**src/common/dso_pkg.sv**
```systemverilog
// shared constants and types for the drive status output logic
package dso_pkg;
  // ==========================================================================
  // timing
  localparam int DSO_CLK_FREQ_KHZ = 250000;
  localparam int DSO_MS_PER_MS = 1;
  localparam int DSO_CYC_PER_MS = DSO_CLK_FREQ_KHZ * DSO_MS_PER_MS;
  localparam int DSO_LX_DELAY_MS = 100;
  localparam logic [5:0] DSO_DELAY_MIN = 6'h05;
  localparam logic [5:0] DSO_DELAY_MAX = 6'h32;
  localparam int DSO_NUM_TERM = 7;

  // ==========================================================================
  // register offsets
  localparam logic [7:0] DSO_REG_MODE = 8'h00;
  localparam logic [7:0] DSO_REG_DELAY = 8'h04;
  localparam logic [7:0] DSO_REG_START_FREQ = 8'h08;
  localparam logic [7:0] DSO_REG_OL_TIMER = 8'h0C;
  localparam logic [7:0] DSO_REG_TUNE_SEL = 8'h10;
  localparam logic [7:0] DSO_REG_TUNE_TIME = 8'h14;
  localparam logic [7:0] DSO_REG_STATUS = 8'h18;
  localparam logic [7:0] DSO_REG_TERM_BASE = 8'h20;

  // ==========================================================================
  // field positions and reset values
  localparam int DSO_MODE_VECTOR_BIT = 0;
  localparam int DSO_MODE_POSITION_BIT = 1;
  localparam logic [1:0] DSO_MODE_RST = 2'h0;
  localparam logic [5:0] DSO_DELAY_RST = 6'h05;
  localparam logic [15:0] DSO_START_FREQ_RST = 16'h0000;
  localparam logic [15:0] DSO_OL_TIMER_RST = 16'h0000;
  localparam logic [1:0] DSO_TUNE_SEL_RST = 2'h0;
  localparam logic [1:0] DSO_TUNE_SEL_ONLINE = 2'h1;
  localparam logic [15:0] DSO_TUNE_TIME_RST = 16'h0000;
  localparam logic [13:0] DSO_SEL_NONE = 14'h270F;
  localparam logic [13:0] DSO_TERM0_SEL_RST = 14'h0000;

  // ==========================================================================
  // terminal selection codes
  localparam logic [13:0] DSO_SEL_RUN = 14'h0000;
  localparam logic [13:0] DSO_SEL_OL = 14'h0003;
  localparam logic [13:0] DSO_SEL_READY = 14'h000B;
  localparam logic [13:0] DSO_SEL_READY2 = 14'h0021;
  localparam logic [13:0] DSO_SEL_RUNNING_FLAG_2 = 14'h002C;
  localparam logic [13:0] DSO_SEL_RUN_OR_START_FLAG = 14'h002D;
  localparam logic [13:0] DSO_SEL_REMOTE = 14'h0060;
  localparam logic [13:0] DSO_SEL_INV_LO = 14'h0064;
  localparam logic [13:0] DSO_SEL_INV_HI = 14'h00C8;

  // ==========================================================================
  // carriers
  typedef struct packed {
    logic drive_ready;
    logic main_power;
    logic start_cmd;
    logic [15:0] out_freq;
    logic [15:0] freq_cmd;
    logic dc_brake;
    logic preexcite_cmd;
    logic output_stop_cmd;
    logic fault;
    logic other_shutoff;
    logic power_loss;
    logic restart_coast;
    logic tuning_active;
    logic overload_cond;
  } dso_drv_t;

  typedef struct packed {
    logic ol;
    logic run_or_start_flag;
    logic running_flag_2;
    logic run;
    logic ready2;
    logic ready;
  } dso_flags_t;
endpackage : dso_pkg

```
**src/design/dso_status_out.sv**
```systemverilog
// drive status flag generation and programmable output terminals
// Operation
// terminal changes delayed by a response time of 5 to 50 ms.
// terminal takes new state only after source held it for the delay.
// overload warning appears after overload timer plus response delay.
// controller outputs and remote outputs bypass the response filter.
// ready flag on when drive ready, stays on during operation.
// ready off without main power, in shutoff, or coasting with power loss.
// shutoff means fault, output stop command, or other shutoff cause.
// scalar modes: running flags on above start frequency, off stopped or braking.
// scalar modes: run-or-start on while running or start active, off on stop.
// vector modes: running off when stopped, braking, tuning or pre-exciting.
// vector modes: running 2 on running or start, off on protection or stop.
// vector modes: zero-speed pre-excitation sets both; running 2 off under preexcite.
// vector modes: ready 2 on during pre-excitation, off during shutoff.
// preexcite command gives ready 2 after 100 ms plus tuning time.
// position mode servo-lock holds both running flags on; code applies it only when the vector bit is also set (mode 3), not in mode 2.
// start active with zero frequency command counts as pre-excitation.
// codes 11 and 33 select ready flags, plus 100 inverts.
// codes 0, 44, 45 select running flags, plus 100 inverts.
// inverted codes make the terminal conduct while the function is inactive.
// after reset the running terminal carries positive running flag.
//
// Decided for this implementation: the register offsets and the plain strobed port.
`timescale 1ns/100ps
module dso_status_out
  import dso_pkg::*;
#(
  parameter int P_CYC_PER_MS = DSO_CYC_PER_MS
) (
  // clock, reset, enable
  input wire logic I_CLK_SYS,
  input wire logic I_RST_N,
  input wire logic I_CE,
  // register port
  input wire logic [7:0] I_ADDR,
  input wire logic [31:0] I_WDATA,
  input wire logic I_WR,
  input wire logic I_RD,
  output logic [31:0] O_RDATA,
  // drive state
  input wire dso_drv_t I_DRV,
  // unfiltered sources
  input wire logic [DSO_NUM_TERM-1:0] I_PLC_EN,
  input wire logic [DSO_NUM_TERM-1:0] I_PLC_OUT,
  input wire logic [DSO_NUM_TERM-1:0] I_REMOTE_OUT,
  // terminals and flags
  output logic [DSO_NUM_TERM-1:0] O_TERM,
  output dso_flags_t O_FLAGS
);

  // ==========================================================================
  // registers
  logic [1:0] mode;
  logic [5:0] resp_delay;
  logic [15:0] start_freq;
  logic [15:0] ol_timer;
  logic [1:0] tune_sel;
  logic [15:0] tune_time;
  logic [13:0] term_sel [DSO_NUM_TERM];
  logic [DSO_NUM_TERM-1:0] filt;
  logic [5:0] next_delay;
  logic vector_mode;
  logic pos_mode;

  assign vector_mode = mode[DSO_MODE_VECTOR_BIT];
  assign pos_mode = mode[DSO_MODE_POSITION_BIT];

  // out-of-range delays are clamped so the filter never runs outside its span
  always_comb begin
    next_delay = I_WDATA[5:0];
    if (I_WDATA[31:0] < 32'(DSO_DELAY_MIN)) begin
      next_delay = DSO_DELAY_MIN;
    end else if (I_WDATA[31:0] > 32'(DSO_DELAY_MAX)) begin
      next_delay = DSO_DELAY_MAX;
    end
  end

  always_ff @(posedge I_CLK_SYS) begin
    if (!I_RST_N) begin
      mode <= DSO_MODE_RST;
      resp_delay <= DSO_DELAY_RST;
      start_freq <= DSO_START_FREQ_RST;
      ol_timer <= DSO_OL_TIMER_RST;
      tune_sel <= DSO_TUNE_SEL_RST;
      tune_time <= DSO_TUNE_TIME_RST;
    end else if (I_CE && I_WR) begin
      case (I_ADDR)
        DSO_REG_MODE: mode <= I_WDATA[1:0];
        // delay range
        DSO_REG_DELAY: resp_delay <= next_delay;
        DSO_REG_START_FREQ: start_freq <= I_WDATA[15:0];
        DSO_REG_OL_TIMER: ol_timer <= I_WDATA[15:0];
        DSO_REG_TUNE_SEL: tune_sel <= I_WDATA[1:0];
        DSO_REG_TUNE_TIME: tune_time <= I_WDATA[15:0];
        default: ;
      endcase
    end
  end

  always_ff @(posedge I_CLK_SYS) begin
    if (!I_RST_N) begin
      O_RDATA <= 32'h00000000;
    end else if (I_CE) begin
      O_RDATA <= 32'h00000000;
      if (I_RD) begin
        if (I_ADDR >= DSO_REG_TERM_BASE && I_ADDR < DSO_REG_TERM_BASE + 8'(4 * DSO_NUM_TERM)
            && I_ADDR[1:0] == 2'h0) begin
          O_RDATA <= {18'h00000, term_sel[3'((I_ADDR - DSO_REG_TERM_BASE) >> 2)]};
        end else begin
          case (I_ADDR)
            DSO_REG_MODE: O_RDATA <= {30'h00000000, mode};
            DSO_REG_DELAY: O_RDATA <= {26'h0000000, resp_delay};
            DSO_REG_START_FREQ: O_RDATA <= {16'h0000, start_freq};
            DSO_REG_OL_TIMER: O_RDATA <= {16'h0000, ol_timer};
            DSO_REG_TUNE_SEL: O_RDATA <= {30'h00000000, tune_sel};
            DSO_REG_TUNE_TIME: O_RDATA <= {16'h0000, tune_time};
            DSO_REG_STATUS: O_RDATA <= {11'h000, filt, 1'b0, O_TERM, O_FLAGS};
            default: O_RDATA <= 32'h00000000;
          endcase
        end
      end
    end
  end

  // ==========================================================================
  // millisecond tick
  logic [31:0] tick_cnt;
  logic tick;

  assign tick = (tick_cnt == 32'(P_CYC_PER_MS - 1));

  always_ff @(posedge I_CLK_SYS) begin
    if (!I_RST_N) begin
      tick_cnt <= 32'h00000000;
    end else if (I_CE) begin
      tick_cnt <= tick ? 32'h00000000 : tick_cnt + 32'h00000001;
    end
  end

  // ==========================================================================
  // drive state decode
  logic shutoff;
  logic running;
  logic preexc_zero;
  logic coast_loss;
  logic [16:0] lx_cnt;
  logic [16:0] lx_need;
  logic lx_done;
  logic [15:0] ol_cnt;
  dso_flags_t next_flags;

  // shutoff causes
  assign shutoff = I_DRV.fault | I_DRV.output_stop_cmd | I_DRV.other_shutoff;
  assign running = (I_DRV.out_freq >= start_freq) && !shutoff && !I_DRV.restart_coast;
  // zero speed control
  assign preexc_zero = I_DRV.start_cmd && (I_DRV.freq_cmd == 16'h0000);
  assign coast_loss = I_DRV.restart_coast && I_DRV.power_loss;
  // wait extended by tuning time only for online tuning at start
  assign lx_need = 17'(DSO_LX_DELAY_MS) + ((tune_sel == DSO_TUNE_SEL_ONLINE) ? {1'b0, tune_time} : 17'h00000);
  assign lx_done = I_DRV.preexcite_cmd && (lx_cnt >= lx_need);

  // ms count since preexcite command rose, saturating
  always_ff @(posedge I_CLK_SYS) begin
    if (!I_RST_N) begin
      lx_cnt <= 17'h00000;
    end else if (I_CE) begin
      if (!I_DRV.preexcite_cmd) begin
        lx_cnt <= 17'h00000;
      end else if (tick && lx_cnt != 17'h1FFFF) begin
        lx_cnt <= lx_cnt + 17'h00001;
      end
    end
  end

  // overload timer ahead of the terminal filter
  always_ff @(posedge I_CLK_SYS) begin
    if (!I_RST_N) begin
      ol_cnt <= 16'h0000;
    end else if (I_CE) begin
      if (!I_DRV.overload_cond) begin
        ol_cnt <= 16'h0000;
      end else if (tick && ol_cnt != 16'hFFFF) begin
        ol_cnt <= ol_cnt + 16'h0001;
      end
    end
  end

  always_comb begin
    next_flags = '0;
    // ready while operable
    // off unpowered, shut off, or coasting through power loss
    next_flags.ready = I_DRV.drive_ready && I_DRV.main_power && !shutoff && !coast_loss;
    next_flags.ol = I_DRV.overload_cond && (ol_cnt >= ol_timer);
    if (!vector_mode) begin
      // scalar running flags
      next_flags.run = running && !I_DRV.dc_brake;
      next_flags.running_flag_2 = running && !I_DRV.dc_brake;
      // survives faults, stop and braking while start is held
      next_flags.run_or_start_flag = running || I_DRV.start_cmd;
    end else begin
      // vector running flag
      next_flags.run = running && !I_DRV.dc_brake && !I_DRV.tuning_active && !preexc_zero
                       && !I_DRV.preexcite_cmd;
      // running 2 drops on protection or output stop
      // zero speed counts, preexcite command does not
      next_flags.running_flag_2 = (running || I_DRV.start_cmd) && !I_DRV.fault && !I_DRV.output_stop_cmd
                        && !I_DRV.dc_brake && !I_DRV.preexcite_cmd;
      // run-or-start during pre-excitation
      next_flags.run_or_start_flag = running || I_DRV.start_cmd || I_DRV.preexcite_cmd;
      // ready 2 through pre-excitation, cleared in shutoff
      next_flags.ready2 = !shutoff && !I_DRV.restart_coast
                          && (preexc_zero || lx_done || running || I_DRV.dc_brake);
      // servo-lock holds both running flags
      if (pos_mode && I_DRV.preexcite_cmd && !shutoff) begin
        next_flags.run = 1'b1;
        next_flags.running_flag_2 = 1'b1;
      end
    end
  end

  always_ff @(posedge I_CLK_SYS) begin
    if (!I_RST_N) begin
      O_FLAGS <= '0;
    end else if (I_CE) begin
      O_FLAGS <= next_flags;
    end
  end

  // ==========================================================================
  // terminal selection and response filter
  function automatic logic [1:0] dso_map(input logic [13:0] sel, input dso_flags_t f, input logic rem);
    logic inv;
    logic [13:0] base;
    logic val;
    logic byp;
    inv = (sel >= DSO_SEL_INV_LO) && (sel < DSO_SEL_INV_HI);
    base = inv ? sel - DSO_SEL_INV_LO : sel;
    byp = 1'b0;
    // ready codes
    // running codes
    case (base)
      DSO_SEL_RUN: val = f.run;
      DSO_SEL_OL: val = f.ol;
      DSO_SEL_READY: val = f.ready;
      DSO_SEL_READY2: val = f.ready2;
      DSO_SEL_RUNNING_FLAG_2: val = f.running_flag_2;
      DSO_SEL_RUN_OR_START_FLAG: val = f.run_or_start_flag;
      DSO_SEL_REMOTE: begin
        val = rem;
        byp = 1'b1;
      end
      default: begin
        val = 1'b0;
        inv = 1'b0;
      end
    endcase
    // inverted codes conduct while inactive
    dso_map = {byp, val ^ inv};
  endfunction : dso_map

  genvar t;
  generate
    for (t = 0; t < DSO_NUM_TERM; t++) begin : g_term
      logic [1:0] mapped;
      logic [5:0] hold_cnt;

      assign mapped = dso_map(term_sel[t], O_FLAGS, I_REMOTE_OUT[t]);

      always_ff @(posedge I_CLK_SYS) begin
        if (!I_RST_N) begin
          // running terminal defaults to positive running flag
          term_sel[t] <= (t == 0) ? DSO_TERM0_SEL_RST : DSO_SEL_NONE;
        end else if (I_CE && I_WR && I_ADDR == DSO_REG_TERM_BASE + 8'(4 * t)) begin
          term_sel[t] <= I_WDATA[13:0];
        end
      end

      // new state only after holding for the full delay
      always_ff @(posedge I_CLK_SYS) begin
        if (!I_RST_N) begin
          filt[t] <= 1'b0;
          hold_cnt <= 6'h00;
        end else if (I_CE) begin
          if (mapped[0] == filt[t]) begin
            hold_cnt <= 6'h00;
          end else if (tick) begin
            if (hold_cnt + 6'h01 >= resp_delay) begin
              filt[t] <= mapped[0];
              hold_cnt <= 6'h00;
            end else begin
              hold_cnt <= hold_cnt + 6'h01;
            end
          end
        end
      end

      // controller and remote sources skip the filter
      always_ff @(posedge I_CLK_SYS) begin
        if (!I_RST_N) begin
          O_TERM[t] <= 1'b0;
        end else if (I_CE) begin
          O_TERM[t] <= I_PLC_EN[t] ? I_PLC_OUT[t] : (mapped[1] ? mapped[0] : filt[t]);
        end
      end
    end
  endgenerate
endmodule : dso_status_out

```
**config.mk**
```make
export PLATFORM = sky130hd
export DESIGN_NAME = dso_status_out
export DESIGN_NICKNAME = d
export VERILOG_FILES = /design/src/common/dso_pkg.sv /design/src/design/dso_status_out.sv
export SDC_FILE = /design/constraint.sdc
export NUM_CORES = 1
export LEC_CHECK = 0
export BUFFER_PORTS_ARGS = -buffer_cell sky130_fd_sc_hd__buf_2
export CELL_PAD_IN_SITES_DETAIL_PLACEMENT = 1
export CELL_PAD_IN_SITES_GLOBAL_PLACEMENT = 1
export CORE_UTILIZATION = 35
export DETAILED_ROUTE_END_ITERATION = 16
export PLACE_DENSITY_LB_ADDON = 0.05
export SYNTH_ARGS = -nofsm -noshare
export SYNTH_HDL_FRONTEND = slang
export SYNTH_SLANG_ARGS = --single-unit
export TNS_END_PERCENT = 30
```
**constraint.sdc**
```tcl
create_clock -name I_CLK_SYS -period 4.17 [get_ports I_CLK_SYS]
set_input_delay 0.834 -clock I_CLK_SYS [delete_from_list [all_inputs] [get_ports I_CLK_SYS]]
set_output_delay 0.834 -clock I_CLK_SYS [all_outputs]
set_load 0.005 [all_outputs]
```
==> metrics.cfg <==
[timing]
skew_ps = 31.3
finalSetupTns_ps = 0
slew_headroom = 0.362
worst_pin_slew_ps = 949
maxSlewViolCount = 0
final.min_clock_period_ps = 3900
rsz0062_at_grt = false
finalCritPeriodShare = 0.935
hold_violations = 0
final-setup-viol-count = 0
max_freq_mhz = 257

[detailed_routing]
wl_per_cell_um = 23.9
final_antenna_net_count = 0
vias = 19600
wl_um = 81000
drtIter0Drc = 1313
viasPerCell = 5.77
drc = 0
drtPass1Iterations = 7

[die]
row_count = 88
initial_core_util = 0.354
die_w_um = 244
die_h_um = 244
die-area_um2 = 59500
io_pins = 155
coreArea_um2 = 57800

[placement]
placed_area_um2 = 22400
gp_congestion = 0.897
post-dp-hpwl_um = 61900
io_buffers = 143

[clocking]
clockRootBuffer = clkbuf_16
htree_levels = 2
cts_made_buffers = 40
cts_hold_buf = 0
cts_tree = done
clk_latency_ps = 580
path_clk_slew_ps = 60
numClockSinks = 304
cts_buffer_depth = 3

[critical_path]
worstPathArrival_ps = 4340
cp_max_fo = 8
path_cells = inv_1, ha_1, or3b_1, a211o_1, a21oi_2, mux2i_1, mux2_1, a211o_1, o2111a_1, nand2_1, xnor2_2, o21ai_2, mux2i_1
critPathBufInv = 1
critPathLaunchType = flop
cpLargestDelayFamily = compound AO/OA/AOI/OAI gates
slowest_delay_ps = 460
worstSetupPathType = flop to flop
crit_slowest_cell = edfxtp_1
crit_required_ps = 4610
worstSetupEndpointType = flop

[global_routing]
grt-busiest-layer = met2
overflow = 0
grt_usage = 0.270
use_met2 = 0.448
grt_pass1_vias = 20000
use_met3 = 0.0395
grt_pass1_wl_um = 123000
grt_max_degree = 106
antenna_found_initial = 6
grtUsageMet1 = 0.357

[finish]
syn2layout_area_growth_pct = 16.1
design_area_um2 = 23800
drive_gt1_frac = 0.140
finalNetCount = 2824

[pwr]
ir_worst_vdd_mv = 0.241
power_density_nw_per_um2 = 315
p_leak_uw = 0.00870

[logic_synthesis]
ys.flop_type = dfxtp_1
synthCells = 2448
yosysUniqueCellTypes = 104
synthesis.area_um2 = 20500
synth_top_area_frac = 0.201
synth.most_common_cell = nand2_1
synth-async-reset-ratio = 0
yosysSeqAreaShare = 0.345
ys_top_cells_by_area = dfxtp_1, edfxtp_1, ha_1
synthTopCellsByCount = nand2_1, dfxtp_1, nor2_1, a21oi_1, clkbuf_1
synth_top_cell_by_area = dfxtp_1
synth_edf_count = 98
synth_seq_cells = 304
syn_avg_cell_area_um2 = 8.37
ys_warn_count = 0

[flow_run]
cap_violations = 0

[hold_path]
hp-class = flop to flop

[run_status]
status = completed

[worst paths after layout]
| path | startpoint | endpoint | slack [ps] | cells past startpoint |
|---|---|---|---|---|
| worst max-delay path | term_sel[4][3]$_SDFFCE_PN1P_ | g_term[4].hold_cnt[0]$_SDFFE_PN0P_ | 270 | 13 |
| worst max register to register | term_sel[4][3]$_SDFFCE_PN1P_ | g_term[4].hold_cnt[0]$_SDFFE_PN0P_ | 270 | 13 |
| worst min register to register | O_RDATA[20]$_SDFFE_PN0P_ | O_RDATA[20]$_SDFFE_PN0P_ | 460 | 2 |
| worst min-delay path | O_RDATA[20]$_SDFFE_PN0P_ | O_RDATA[20]$_SDFFE_PN0P_ | 460 | 2 |
[flip-flops by register name (all words and copies together) (netlist names)]
register,cells
g_term.hold_cnt,42
term_sel,98
O_FLAGS,6
O_RDATA,21
ol_cnt,16
mode,2
start_freq,16
tune_time,16
tune_sel,2
resp_delay,6
filt,7
O_TERM,7
lx_cnt,17
ol_timer,16
tick_cnt,32
[where the power goes]
part / total, uW / switching [uW] / internal, uW
logic: 701 / 457 / 244
registers: 3200 / 87.4 / 3110
clock network: 3600 / 1450 / 2150
[metrics by stage]
step / instances / hold WS (ps) / total power, uW / setup WS [ps] / util
2_1_floorplan: 2458 / 430 / 3620 / 551 / -
3_5_place_dp: 3320 / 451 / 3950 / 261 / 0.387
6_report: 3395 / 462 / 7500 / 272 / 0.411
3_3_place_gp: 3320 / 441 / 3940 / 336 / 0.387
5_1_grt: 3395 / 486 / 7750 / 21.5 / 0.411
4_1_cts: 3392 / 467 / 7580 / 237 / 0.411
[repair_timing]
item	4_1_cts	5_1_grt
gates resized for setup	0	8
setup endpoints to repair	0	16
buffers inserted	0	0
[cell type report]
| cell class | instances | area (um^2) |
|---|---|---|
| repair buffers | 241 | 1480 |
| flip-flops and latches | 304 | 7070 |
| fillers | 6872 | 34000 |
| multi-input cells | 1916 | 12600 |
| well taps | 765 | 957 |
| diodes | 3 | 7.51 |
| clock buffers | 52 | 1120 |
| clock inverters | 20 | 244 |
| inverters | 94 | 354 |
[per-layer routing]
metal / up-vias / wire length, um
li1: 9237 / -
met1: 9790 / 36100
met2: 471 / 38200
met3: 100 / 4140
met4: 2 / 2520
met5: - / 13
[logic make-up after synthesis]
family / share of synthesized area
AND/OR/NAND/NOR: 0.255
AO/OA/AOI/OAI: 0.184
flip-flops: 0.345
buffers and inverters: 0.0461
adder cells (fa/ha/maj): 0.0715
XOR/XNOR: 0.0481
multiplexers: 0.0505
other: 0.000183
[placed cells by master (no fill, tap or decap), types with 90 or more instances in the layout]
cell type | netlist | routed
edfxtp_1 | 98 | 98
nand2_1 | 294 | 294
dfxtp_1 | 206 | 206
nor2_1 | 182 | 181
o21ai_0 | 102 | 95
inv_1 | 94 | 93
nand3_1 | 90 | 90
ha_1 | 117 | 117
buf_4 | 11 | 96
buf_2 | 1 | 143
a21oi_1 | 161 | 161
[tightest hold or removal path, delay by kind of cell (launching register included)]
| family | cells | cell delay [ps] |
|---|---|---|
| AND/OR/NAND/NOR | 1 | 60 |
| AO/OA/AOI/OAI | 1 | 50 |
| flip-flops | 1 | 310 |
No activity file was read; power rests on OpenSTA's default activity.
